`src/radio_spi_defines.vh`:
```
/*
 Offsets, fields, reset values and timing counts for the radio host port.
 Assumes inclusion by bare name from design and bench files.
*/
`ifndef RADIO_SPI_DEFINES_VH
`define RADIO_SPI_DEFINES_VH

`define CMD_DIR_BIT        7
`define CMD_INC_BIT        6
`define ADDR_W             6
`define DATA_W             8

`define REG_IRQ_CONFIG     6'h05
`define REG_RX_IRQ_ENABLE  6'h07
`define REG_RX_IRQ_STATUS  6'h08
`define REG_TX_IRQ_ENABLE  6'h0D
`define REG_TX_IRQ_STATUS  6'h0E
`define REG_WAKE_IRQ_EN    6'h1C
`define REG_WAKE_IRQ_STAT  6'h1D

`define CFG_POL_BIT        0
`define WAKE_BIT           0

`define RST_IRQ_CONFIG     8'h01
`define RST_ENABLE         8'h00
`define RX_CHAN_A_MASK     8'h0F

`define OSC_START_NS       100000
`define CLK_PERIOD_NS      100
`define OSC_START_CYC      (`OSC_START_NS / `CLK_PERIOD_NS)

`endif

```
`src/irq_reg_bank.v`:
```
/*
 Small register bank holding the four interrupt control bytes.
 Assumes a single writer per cycle; read data is registered.
*/
`default_nettype none
`include "radio_spi_defines.vh"

module irq_reg_bank #(
    parameter AW = 6,
    parameter DW = 8
) (
    // Clock and reset
    input  wire          clk,
    input  wire          rst_n,
    // Write port
    input  wire          wr_en,
    input  wire [AW-1:0] wr_addr,
    input  wire [DW-1:0] wr_data,
    // Read port
    input  wire [AW-1:0] rd_addr,
    output reg  [DW-1:0] rd_data_q,
    // Live values
    output reg  [DW-1:0] cfg_q,
    output reg  [DW-1:0] rx_en_q,
    output reg  [DW-1:0] tx_en_q,
    output reg  [DW-1:0] wake_en_q
);

    // Enables are kept regardless of tx/rx mode
    always @(posedge clk or negedge rst_n) begin
        if (!rst_n) begin
            cfg_q     <= `RST_IRQ_CONFIG;
            rx_en_q   <= `RST_ENABLE;
            tx_en_q   <= `RST_ENABLE;
            wake_en_q <= `RST_ENABLE;
        end else if (wr_en) begin
            case (wr_addr)
                `REG_IRQ_CONFIG:    cfg_q     <= wr_data;
                `REG_RX_IRQ_ENABLE: rx_en_q   <= wr_data;
                `REG_TX_IRQ_ENABLE: tx_en_q   <= wr_data;
                `REG_WAKE_IRQ_EN:   wake_en_q <= wr_data;
                default: begin
                end
            endcase
        end
    end

    always @(posedge clk or negedge rst_n) begin
        if (!rst_n) begin
            rd_data_q <= {DW{1'b0}};
        end else begin
            case (rd_addr)
                `REG_IRQ_CONFIG:    rd_data_q <= cfg_q;
                `REG_RX_IRQ_ENABLE: rd_data_q <= rx_en_q;
                `REG_TX_IRQ_ENABLE: rd_data_q <= tx_en_q;
                `REG_WAKE_IRQ_EN:   rd_data_q <= wake_en_q;
                default:            rd_data_q <= {DW{1'b0}};
            endcase
        end
    end

endmodule
`default_nettype wire

```
`src/radio_spi_host_port_irq.v`:
```
/*
 SPI slave host port with interrupt aggregation and bit-serial bypass.
 Assumes SPI pins and power-down are asynchronous to clk; clk is much
 faster than sck. Event inputs come from logic on clk.
*/
`default_nettype none
`include "radio_spi_defines.vh"

module radio_spi_host_port_irq #(
    parameter OSC_START_CYCLES = `OSC_START_CYC
) (
    // Clock and reset
    input  wire       clk,
    input  wire       rst_n,
    // SPI pins
    input  wire       sck,
    input  wire       mosi,
    input  wire       ss_n,
    output reg        miso_q,
    output reg        miso_oe_q,
    // Request pin, open drain or open source
    input  wire       irq_in,
    output reg        irq_out_q,
    output reg        irq_oe_q,
    // Power-down pin, active low
    input  wire       power_down_pin_n,
    output reg        osc_run_q,
    // Modem mode
    input  wire       tx_mode,
    input  wire       rx_mode,
    input  wire       single_chan_mode,
    input  wire       bypass_mode,
    // Events from the byte serializers
    input  wire [3:0] tx_event,
    input  wire [7:0] rx_event,
    // Bypass bit path
    input  wire       rx_bit,
    input  wire       rx_bit_valid,
    output reg        bypass_serial_data_q,
    output reg        bypass_data_qualifier_q,
    output reg        bypass_data_oe_q,
    input  wire       bypass_serial_data_in,
    input  wire       bypass_data_qualifier_in,
    output reg        tx_bit_q,
    output reg        tx_bit_valid_q,
    output reg        tx_bit_stb_q
);

    // Two-stage synchronisers for all pins
    // Select resets high and sck low, so no false edge follows reset
    reg [1:0] sck_s_q;
    reg [1:0] mosi_s_q;
    reg [1:0] ss_s_q;
    reg [1:0] irq_s_q;
    reg [1:0] pd_s_q;
    reg [1:0] bd_s_q;
    reg [1:0] bq_s_q;
    reg       sck_d1_q;
    reg       irq_d1_q;

    always @(posedge clk or negedge rst_n) begin
        if (!rst_n) begin
            sck_s_q  <= 2'h0;
            mosi_s_q <= 2'h0;
            ss_s_q   <= 2'h3;
            irq_s_q  <= 2'h0;
            pd_s_q   <= 2'h0;
            bd_s_q   <= 2'h0;
            bq_s_q   <= 2'h0;
            sck_d1_q <= 1'b0;
            irq_d1_q <= 1'b0;
        end else begin
            sck_s_q  <= {sck_s_q[0], sck};
            mosi_s_q <= {mosi_s_q[0], mosi};
            ss_s_q   <= {ss_s_q[0], ss_n};
            irq_s_q  <= {irq_s_q[0], irq_in};
            pd_s_q   <= {pd_s_q[0], power_down_pin_n};
            bd_s_q   <= {bd_s_q[0], bypass_serial_data_in};
            bq_s_q   <= {bq_s_q[0], bypass_data_qualifier_in};
            sck_d1_q <= sck_s_q[1];
            irq_d1_q <= irq_s_q[1];
        end
    end

    wire sck_rise = sck_s_q[1] & ~sck_d1_q;
    wire sck_fall = ~sck_s_q[1] & sck_d1_q;
    wire selected = ~ss_s_q[1];
    wire irq_fall = ~irq_s_q[1] & irq_d1_q;

    // SPI transaction engine
    localparam ST_CMD  = 2'b00;
    localparam ST_DATA = 2'b01;
    localparam ST_IDLE = 2'b10;

    reg  [1:0] state_q;
    reg  [2:0] bit_cnt_q;
    reg  [7:0] shift_in_q;
    reg  [7:0] shift_out_q;
    reg        dir_wr_q;
    reg        inc_q;
    reg  [5:0] addr_q;
    reg        wr_en_q;
    reg  [5:0] wr_addr_q;
    reg  [7:0] wr_data_q;
    reg        rd_stat_q;
    reg        load_pend_q;
    reg        load_wait_q;
    wire [7:0] bank_rd;
    wire [7:0] cfg;
    wire [7:0] rx_en;
    wire [7:0] tx_en;
    wire [7:0] wake_en;
    wire [7:0] byte_in = {shift_in_q[6:0], mosi_s_q[1]};
    reg  [7:0] rx_stat_q;
    reg  [7:0] tx_stat_q;
    reg        wake_stat_q;
    reg  [7:0] rd_word;

    // Status registers are not in the bank, muxed here
    always @* begin
        case (addr_q)
            `REG_RX_IRQ_STATUS: rd_word = rx_stat_q;
            `REG_TX_IRQ_STATUS: rd_word = tx_stat_q;
            `REG_WAKE_IRQ_STAT: rd_word = {7'h00, wake_stat_q};
            default:            rd_word = bank_rd;
        endcase
    end

    always @(posedge clk or negedge rst_n) begin
        if (!rst_n) begin
            state_q     <= ST_IDLE;
            bit_cnt_q   <= 3'h0;
            shift_in_q  <= 8'h00;
            shift_out_q <= 8'h00;
            dir_wr_q    <= 1'b0;
            inc_q       <= 1'b0;
            addr_q      <= 6'h00;
            wr_en_q     <= 1'b0;
            wr_addr_q   <= 6'h00;
            wr_data_q   <= 8'h00;
            rd_stat_q   <= 1'b0;
            load_pend_q <= 1'b0;
            load_wait_q <= 1'b0;
            miso_q      <= 1'b0;
            miso_oe_q   <= 1'b0;
        end else begin
            wr_en_q   <= 1'b0;
            rd_stat_q <= 1'b0;
            if (!selected) begin
                state_q     <= ST_IDLE;
                bit_cnt_q   <= 3'h0;
                load_pend_q <= 1'b0;
                load_wait_q <= 1'b0;
                miso_oe_q   <= 1'b0;
            end else begin
                if (state_q == ST_IDLE) begin
                    state_q <= ST_CMD;
                end
                if (load_pend_q) begin
                    // Bank read port needs a cycle for the new address
                    load_pend_q <= 1'b0;
                    load_wait_q <= 1'b1;
                end
                if (load_wait_q) begin
                    // Lands after the master's last sample of the byte
                    load_wait_q <= 1'b0;
                    shift_out_q <= rd_word;
                    miso_q      <= rd_word[7];
                    miso_oe_q   <= 1'b1;
                    if (addr_q == `REG_WAKE_IRQ_STAT) begin
                        rd_stat_q <= 1'b1;
                    end
                end
                if (sck_rise) begin
                    shift_in_q <= byte_in;
                    bit_cnt_q  <= bit_cnt_q + 3'h1;
                    if (bit_cnt_q == 3'h7) begin
                        case (state_q)
                            ST_CMD, ST_IDLE: begin
                                state_q  <= ST_DATA;
                                dir_wr_q <= byte_in[`CMD_DIR_BIT];
                                inc_q    <= byte_in[`CMD_INC_BIT];
                                addr_q   <= byte_in[5:0];
                                load_pend_q <= ~byte_in[`CMD_DIR_BIT];
                            end
                            ST_DATA: begin
                                if (dir_wr_q) begin
                                    wr_en_q   <= 1'b1;
                                    wr_addr_q <= addr_q;
                                    wr_data_q <= byte_in;
                                end
                                if (inc_q) begin
                                    addr_q <= addr_q + 6'h01;
                                end
                                load_pend_q <= ~dir_wr_q;
                            end
                            default: state_q <= ST_IDLE;
                        endcase
                    end
                end
                if (sck_fall && state_q == ST_DATA && !dir_wr_q
                        && bit_cnt_q != 3'h0) begin
                    // Launch next bit on falling edge
                    shift_out_q <= {shift_out_q[6:0], 1'b0};
                    miso_q      <= shift_out_q[6];
                end
            end
        end
    end

    irq_reg_bank #(
        .AW(`ADDR_W),
        .DW(`DATA_W)
    ) u_bank (
        .clk       (clk),
        .rst_n     (rst_n),
        .wr_en     (wr_en_q),
        .wr_addr   (wr_addr_q),
        .wr_data   (wr_data_q),
        .rd_addr   (addr_q),
        .rd_data_q (bank_rd),
        .cfg_q     (cfg),
        .rx_en_q   (rx_en),
        .tx_en_q   (tx_en),
        .wake_en_q (wake_en)
    );

    // Oscillator start timer after power-down release
    // Restarts on every power-down, so wake is raised again each time
    reg [31:0] osc_cnt_q;
    reg        wake_set;

    always @(posedge clk or negedge rst_n) begin
        if (!rst_n) begin
            osc_cnt_q <= 32'h0;
            osc_run_q <= 1'b0;
        end else if (!pd_s_q[1]) begin
            osc_cnt_q <= 32'h0;
            osc_run_q <= 1'b0;
        end else if (!osc_run_q) begin
            if (osc_cnt_q >= OSC_START_CYCLES - 1) begin
                osc_run_q <= 1'b1;
            end else begin
                osc_cnt_q <= osc_cnt_q + 32'h1;
            end
        end
    end

    always @* begin
        wake_set = pd_s_q[1] && !osc_run_q
                   && osc_cnt_q >= OSC_START_CYCLES - 1;
    end

    // Wake status sticky, set wins over read-clear; rx and tx status follow events
    wire [7:0] rx_evt_ok = single_chan_mode ?
                           (rx_event & `RX_CHAN_A_MASK) : rx_event;

    always @(posedge clk or negedge rst_n) begin
        if (!rst_n) begin
            rx_stat_q   <= 8'h00;
            tx_stat_q   <= 8'h00;
            wake_stat_q <= 1'b0;
        end else begin
            // Events latched regardless of enable
            rx_stat_q <= rx_evt_ok;
            tx_stat_q <= {4'h0, tx_event};
            if (wake_set) begin
                wake_stat_q <= 1'b1;
            end else if (rd_stat_q) begin
                wake_stat_q <= 1'b0;
            end
        end
    end

    // Request aggregation with mode gating
    wire rx_act = |(rx_stat_q & rx_en) & ~tx_mode;
    wire tx_act = |(tx_stat_q & tx_en) & ~rx_mode;
    wire wk_act = wake_stat_q & wake_en[`WAKE_BIT];
    wire pol_hi = cfg[`CFG_POL_BIT];

    always @(posedge clk or negedge rst_n) begin
        if (!rst_n) begin
            irq_out_q <= 1'b0;
            irq_oe_q  <= 1'b0;
        end else if (bypass_mode) begin
            // Pin becomes a bit clock owned by the host
            irq_out_q <= 1'b0;
            irq_oe_q  <= 1'b0;
        end else begin
            irq_out_q <= pol_hi;
            irq_oe_q  <= rx_act | tx_act | wk_act;
        end
    end

    // Bypass bit path clocked by request-pin falling edges
    always @(posedge clk or negedge rst_n) begin
        if (!rst_n) begin
            bypass_serial_data_q    <= 1'b0;
            bypass_data_qualifier_q <= 1'b0;
            bypass_data_oe_q        <= 1'b0;
            tx_bit_q                <= 1'b0;
            tx_bit_valid_q          <= 1'b0;
            tx_bit_stb_q            <= 1'b0;
        end else begin
            tx_bit_stb_q     <= 1'b0;
            bypass_data_oe_q <= bypass_mode & rx_mode;
            if (bypass_mode && irq_fall) begin
                if (rx_mode) begin
                    // Stable for the host's rising edge
                    bypass_serial_data_q    <= rx_bit;
                    bypass_data_qualifier_q <= rx_bit_valid;
                end else if (tx_mode) begin
                    tx_bit_q       <= bd_s_q[1];
                    tx_bit_valid_q <= bq_s_q[1];
                    tx_bit_stb_q   <= 1'b1;
                end
            end
        end
    end

endmodule
`default_nettype wire

```
`config.mk`:
```
export PLATFORM = sky130hd
export DESIGN_NAME = radio_spi_host_port_irq
export DESIGN_NICKNAME = d
export VERILOG_FILES = /design/src/irq_reg_bank.v /design/src/radio_spi_host_port_irq.v
export VERILOG_INCLUDE_DIRS = /design/src
export SDC_FILE = /design/constraint.sdc
export NUM_CORES = 1
export LEC_CHECK = 0
export ABC_CLOCK_PERIOD_IN_PS = 1800
export BUFFER_PORTS_ARGS = -buffer_cell sky130_fd_sc_hd__buf_2
export CAP_MARGIN = 15
export CORE_ASPECT_RATIO = 1.75
export CORE_MARGIN = 2
export CORE_UTILIZATION = 35
export CTS_CLUSTER_SIZE = 10
export DETAILED_ROUTE_END_ITERATION = 10
export GPL_ROUTABILITY_DRIVEN = 0
export HOLD_SLACK_MARGIN = 0.1
export PLACE_DENSITY = 0.58
export SETUP_SLACK_MARGIN = 0.02
export SLEW_MARGIN = 10
export SYNTH_ARGS = -nofsm -noshare
export SYNTH_HDL_FRONTEND = slang
export SYNTH_SLANG_ARGS = --single-unit
```
`constraint.sdc`:
```
create_clock -name clk -period 1.8 [get_ports clk]
set_input_delay 0.18 -clock clk [delete_from_list [all_inputs] [get_ports clk]]
set_output_delay 0.18 -clock clk [all_outputs]
set_load 0.05 [all_outputs]
```
After elaboration in Yosys (flattened, before gate mapping)
Index checks and enable logic that the tools add are counted.
{"block": "op_classes", "n_reduce_logical": 30, "n_eq_ne": 17, "order_cmp": 1, "mux": 46, "bitwise_logic": 19, "n_addsub": 3}
{"cell": "32-bit two-way mux", "count": 3}
{"cell": "32-bit by 1-bit adder with 32-bit output (second input constant)", "count": 1}
{"cell": "32-bit by 10-bit greater-or-equal comparator with 1-bit output (second input constant)", "count": 1}
{"cell": "8-bit case mux with 4 select lines", "count": 1}
{"cell": "1-bit two-way mux", "count": 28}
{"cell": "6-bit by 3-bit == test with 1-bit output (second input constant)", "count": 4}
{"cell": "6-bit by 4-bit == test with 1-bit output (second input constant)", "count": 4}
{"cell": "8-bit case mux with 3 select lines", "count": 1}
{"cell": "6-bit by 5-bit == test with 1-bit output (second input constant)", "count": 3}
{"cell": "2-bit AND reduction", "count": 8}
{"cell": "8-bit OR reduction", "count": 2}
{"cell": "7-bit two-way mux", "count": 2}
{"cell": "6-bit case mux with 2 select lines", "count": 1}
{"cell": "5-bit AND reduction", "count": 2}
{"cell": "2-bit nonzero test", "count": 5}
{"cell": "4-bit by 8-bit AND with 8-bit output", "count": 1}
{"cell": "8-bit AND", "count": 1}
{"cell": "2-bit two-way mux", "count": 4}
{"cell": "8-bit two-way mux", "count": 1}
{"cell": "1-bit NOT", "count": 8}
{"cell": "1-bit AND", "count": 7}
{"cell": "6-bit by 1-bit adder with 6-bit output (second input constant)", "count": 1}
{"cell": "1-bit logical AND", "count": 6}
{"cell": "3-bit two-way mux", "count": 2}
{"cell": "other kinds (15)", "count": 19}
{"block": "totals", "output_inout_bits": 11, "regBits": 157, "wordCells": 158, "in_bits": 27}

Longest topological paths before layout
{"block": "logic_depth", "word_depth": 7, "mapped_depth": 9, "depth_no_buf": 7}

Hierarchy
A second synthesis with hierarchy kept.
{"block": "hier_totals", "cells_unflattened": 504, "area_unflattened_um2": 6596.3}
{"mod": "radio_spi_host_port_irq", "cells_each": 390, "area_per_inst_um2": 4869.7, "seq_area_each_um2": 2931.6, "n_inst": 1}
{"mod": "irq_reg_bank", "cells_each": 114, "area_per_inst_um2": 1726.7, "seq_area_each_um2": 1002.2, "n_inst": 1}

Worst setup path after synthesis
Ideal clock, no wire load.
{"block": "synth_path", "path_type": "reg2reg", "start": "reg osc_cnt_q[0]", "end": "reg osc_cnt_q[7]", "path_slack_ns": -0.197, "setup_time_ns": 0.140, "n_path_buf": 1, "synth_period_minus_slack_ns": 1.997, "arrival_time_ns": 1.857, "stages_incl_launch_ff": 8, "t_required_ns": 1.660, "path_cell_list": "dfrtp_1 > ha_1 > a211o_1 > and3_1 > or2_2 > clkbuf_1 > o311ai_0 > o41ai_1"}
{"block": "synth_via", "elab_chain_cells": 4, "word_cells_on_any_way": 7, "classes_between": "add/sub: 1; order compare: 1; eq/ne: 1; mux: 3; reduce/logical: 1"}
{"element": "start, declared", "line_no": "radio_spi_host_port_irq.v:230", "text": "reg [31:0] osc_cnt_q;"}
{"element": "start signal, assigned", "line_no": "radio_spi_host_port_irq.v:244", "text": "osc_cnt_q <= osc_cnt_q + 32'h1;"}
{"element": "32-bit by 1-bit adder with 32-bit output", "line_no": "radio_spi_host_port_irq.v:244"}
{"element": "32-bit two-way mux", "line_no": "radio_spi_host_port_irq.v:241", "text": "if (osc_cnt_q >= OSC_START_CYCLES - 1) begin"}
{"element": "32-bit two-way mux", "line_no": "radio_spi_host_port_irq.v:240", "text": "end else if (!osc_run_q) begin"}
{"element": "32-bit two-way mux", "line_no": "radio_spi_host_port_irq.v:237", "text": "end else if (!pd_s_q[1]) begin"}
Parallel ways exist; a longest one is shown, timed or not. The select of a mux whose other input is x is not followed.
A chain may end at the register's enable or synchronous reset.

Worst setup path in the final report
{"block": "layout_path", "start": "reg bit_cnt_q[0]", "end": "reg shift_out_q[3]"}
{"block": "layout_via", "elab_chain_cells": 4, "word_cells_on_any_way": 5, "classes_between": "mux: 1; reduce/logical: 4"}
{"element": "start, declared", "line_no": "radio_spi_host_port_irq.v:96", "text": "reg [2:0] bit_cnt_q;"}
{"element": "start signal, assigned", "line_no": "radio_spi_host_port_irq.v:176", "text": "bit_cnt_q <= bit_cnt_q + 3'h1;"}
{"element": "3-bit nonzero test *", "line_no": "radio_spi_host_port_irq.v:202", "text": "&& bit_cnt_q != 3'h0) begin"}
{"element": "1-bit logical AND *", "line_no": "radio_spi_host_port_irq.v:202"}
{"element": "2-bit nonzero test (no line)"}
{"element": "2-bit AND reduction (no line)"}
{"element": "end signal, assigned", "line_no": "radio_spi_host_port_irq.v:167", "text": "shift_out_q <= rd_word;"}
{"element": "end signal, assigned", "line_no": "radio_spi_host_port_irq.v:204", "text": "shift_out_q <= {shift_out_q[6:0], 1'b0};"}
{"element": "end, declared", "line_no": "radio_spi_host_port_irq.v:98", "text": "reg [7:0] shift_out_q;"}
Mark *: on every way between the ends. The rest lies on a longest branch, timed or not.

==> summary.md <==
| Metric | Value |
|---|---|
| Core area | around 18,000 µm² |
| Post-synthesis cell type count | just over 60 |
| Wirelength per Cell | approximately 17 µm |
| CP Capture Point | shift_out_q[3]$_DFFE_PN0P_ |
| Layout Skew | 0.00772 ns |
| Part of the Yosys area used for sequential elements | 62.1% |
| CP max FO | 9 |
| Power, Total | between 7 and 8 mW |
| Largest net degree at the start of global routing | 44 |
| Synth top cells by count | dfrtp_1 (153), mux2_2 (58), nand2_1 (42) |
| CTS tree | done |
| FF-to-FF path depth | 8 |
| Max Buffers Root-to-Sink | 2 |
| Total grt overflow | 0 |
| Setup crit end kind | register |
| CP bufs+invs | 2 |
| Clock-pin slew on the worst setup and hold paths | 0.06 ns |
| Synth Instances | 493 |
| Worst path required time | roughly 2.1 ns |
| Max Cap Viol | 0 |
| Synth warn | 0 |
| Slowest CP cell | or4_4 |
| Syn_nets | 528 |
| Synth-to-Final Area Change | 34.2% |
| Vias in the first global route | 4,569 |
| FF-to-FF setup slack | -0.16 ns |
| Diode count | 0 |
| Status | finished with violations |
| Fmax | 0.510 GHz |
| GRT Util Overall | between 10% and 20% |
| Max-slew headroom | ~60% |
| Die width | 106 µm |
| Final TNS setup | -0.995 ns |
| Hpwl dp | 10,300 µm |
| Most common cell in the netlist | dfrtp_1 |
| CTS Sinks | 157 |
| Final worst path period share | 109% |
| Maximum vdd ir drop | 0.554 mV |
| CTS Buf Count | 17 |
| Die area | between 15,000 and 20,000 µm² |
| Hold Violations, Final | 0 |
| Critical R2R Capture | shift_out_q[3]$_DFFE_PN0P_ |
| Number of enable flip-flop cells after synthesis | 0 |
| Register bit total from synthesis | 157 |
| Synthesized area | 6330 µm² |
| Detailed Routing Iterations Pass 1 | 5 |
| Leading area contributor after synthesis | dfrtp_1 |
| CP max stage delay | 0.44 ns |
| First-pass GRT wire length | 24,300 µm |
| Critical Path Start | bit_cnt_q[0]$_DFFE_PN0P_ |
| Final setup fails | 12 |
| Worst Hold Class | in -> reg |
| PD cells | 929 nW/µm² |
| Synth async-reset ratio | between 90% and 100% |
| # port buffers | 37 |
| Delay-heaviest family, CP | simple AND/OR/NAND/NOR gates |
| Final cell count without fillers | 872 |
| Lkg Pwr | 3.95 nW |
| I/O pin cnt | 38 |
| Unrepaired setup endpoints after global routing | yes |
| Die extent in y | 182 µm |
| Worst skew pair latency | 0.43 ns |
| Root Driver | clkbuf_16 |
| Fraction of post-synthesis cell area in the top cell type by area | 60.5% |
| Share of post-route cells with drive strength above 1 | 38.9% |
| Drt via density | ~5 |
| Layout net count | 660 |
| Cells taking the most area after synthesis | dfrtp_1 (60%), mux2_2 (10%), nand2_1 (2.5%), and2_1 (2.5%), dfstp_2 (1.7%) |
| Place WS | -0.261 ns |
| Worst Max-Slew Pin Slew | 0.601 ns |
| Synth Flop Type | dfrtp_1 |
| Initial antenna violation count | 0 |
| Minimum clock period | approximately 2 ns |
| Critical path class | reg -> reg |
| PnR worst setup slack | -0.162 ns |
| Row cnt | 65 |
| Starting density of the core | a little over a third |
| Violated checks | negative setup slack |
| Drc violations | 0 |
| ANT nets after route | 0 |
| Slew Limit Fails | 0 |
| Worst path arrival time | around 2.3 ns |
| CP cell instances | inv_1, ha_2, and2b_2, or4_4, buf_8, a21bo_4, a221oi_2, o32ai_1 |
| Iteration-0 DRC count of the detailed router | around 190 |
| Startpoint types | register |
| Syn Area/Cell | 12.8 µm² |
| Worst r2r src | bit_cnt_q[0]$_DFFE_PN0P_ |
| Post-Route WL | around 15,000 µm |
| Vias | between 4,000 and 5,000 |
| Hold slack final | a little over 0.2 ns |
| Htree depth | 4 |
| Placed Instances | 802 |
| WP depth | 8 |
-- stage by stage --
stage / util (%) / cell area (µm²)
5_1_grt: 47.5 / 8490
3_5_place_dp: 40.8 / 7290
2_1_floorplan: - / 6460
6_report: 47.5 / 8490
3_3_place_gp: 40.8 / 7290
4_1_cts: 46.9 / 8400
-- area by class of cell --
cell class                      instances  area, µm²
Clock buffer                           19        453
Clock inverter                         13        154
Fill cell                            1611       9400
Inverter                               11       41.3
Multi-Input combinational cell        308       2550
Sequential cell                       157       3930
Tap cell                              234        293
Timing Repair Buffer                  130       1070
-- state kept, by name (all words and copies together), names as in the netlist, 3 cells and up --
register and cells:
u_bank.tx_en_q 8, shift_out_q 7, bit_cnt_q 3, tx_stat_q 4
addr_q 6, u_bank.rd_data_q 8, wr_data_q 8, wr_addr_q 6
rx_stat_q 8, u_bank.rx_en_q 8, osc_cnt_q 32, shift_in_q 7
u_bank.wake_en_q 8, u_bank.cfg_q 8
-- cells by family after synthesis --
| logic type | share of synthesized area, % |
|---|---|
| simple gates | 14.1 |
| mux | 11.3 |
| fa+ha+maj | 1.58 |
| xor+xnor | 0.415 |
| compound gates | 8.46 |
| flops | 62.1 |
| buf+inv | 2.00 |
-- tightest hold or removal path: cells and delay by family --
| kind | cells | cell delay, ns |
|---|---|---|
| AND/OR/NAND/NOR | 1 | 0.14 |
| buffers and inverters | 2 | 0.26 |
-- power by group --
part	switching [mW]	leakage (nW)	internal (mW)	total [mW]
Combinational	0.264	1.56	0.223	0.487
Clock	1.48	0.286	2.15	3.63
Sequential	0.116	2.10	3.66	3.77
-- placed cells by master (no fill, tap or decap), types with 4 or more instances in the layout --
master | Yosys | final
a21oi_1 | 19 | 17
a221oi_1 | 8 | 5
a222oi_1 | 8 | 8
a22oi_1 | 6 | 5
and2_1 | 25 | 25
buf_12 | 0 | 4
buf_2 | 2 | 36
buf_4 | 1 | 52
buf_6 | 2 | 6
clkbuf_16 | 0 | 17
clkinvlp_4 | 0 | 4
dfrtp_1 | 153 | 153
dfstp_2 | 4 | 4
dlygate4sd3_1 | 0 | 29
ha_1 | 8 | 4
inv_1 | 11 | 11
inv_6 | 0 | 5
mux2_2 | 58 | 52
mux2_4 | 0 | 7
mux2i_1 | 5 | 5
nand2_1 | 42 | 41
nand2b_1 | 11 | 11
nand3_1 | 10 | 10
nand3b_1 | 4 | 4
nor2_1 | 23 | 22
nor2_2 | 4 | 4
nor2b_1 | 9 | 9
nor4_2 | 0 | 4
o32ai_2 | 0 | 5
-- layer usage --
metal	share of wire (%)	vias to the layer above	GRT usage, %
met1	38	2264	18.2
met3	2.3	19	3.91
met2	58	54	30.4
met4	2.1	0	6.05
li1	-	2028	-
met5	0	-	0
-- worst min path at each step --
stage / start / end / slack, ns / depth (start not counted)
3_3_place_gp: rst_n / osc_cnt_q[30]$_DFFE_PN0P_ / 0.1 / 1
3_5_place_dp: rst_n / osc_cnt_q[11]$_DFFE_PN0P_ / 0.11 / 1
4_1_cts: tx_mode / tx_bit_stb_q$_DFF_PN0_ / 0.19 / 3
2_1_floorplan: rst_n / addr_q[0]$_DFFE_PN0P_ / -0.12 / 0
6_report: tx_mode / tx_bit_stb_q$_DFF_PN0_ / 0.21 / 3
5_1_grt: tx_mode / tx_bit_stb_q$_DFF_PN0_ / 0.19 / 3
-- what timing repair did --
action                                 4_1_cts  5_1_grt
setup endpoints to repair                   45       49
pin swaps                                    8       13
gates cloned                                 1        0
endpoints found under the hold margin      177        0
hold buffers                                29        0
buffers inserted                             6        5
gates resized for setup                     22       23
Power figures use the tool's default switching activity.
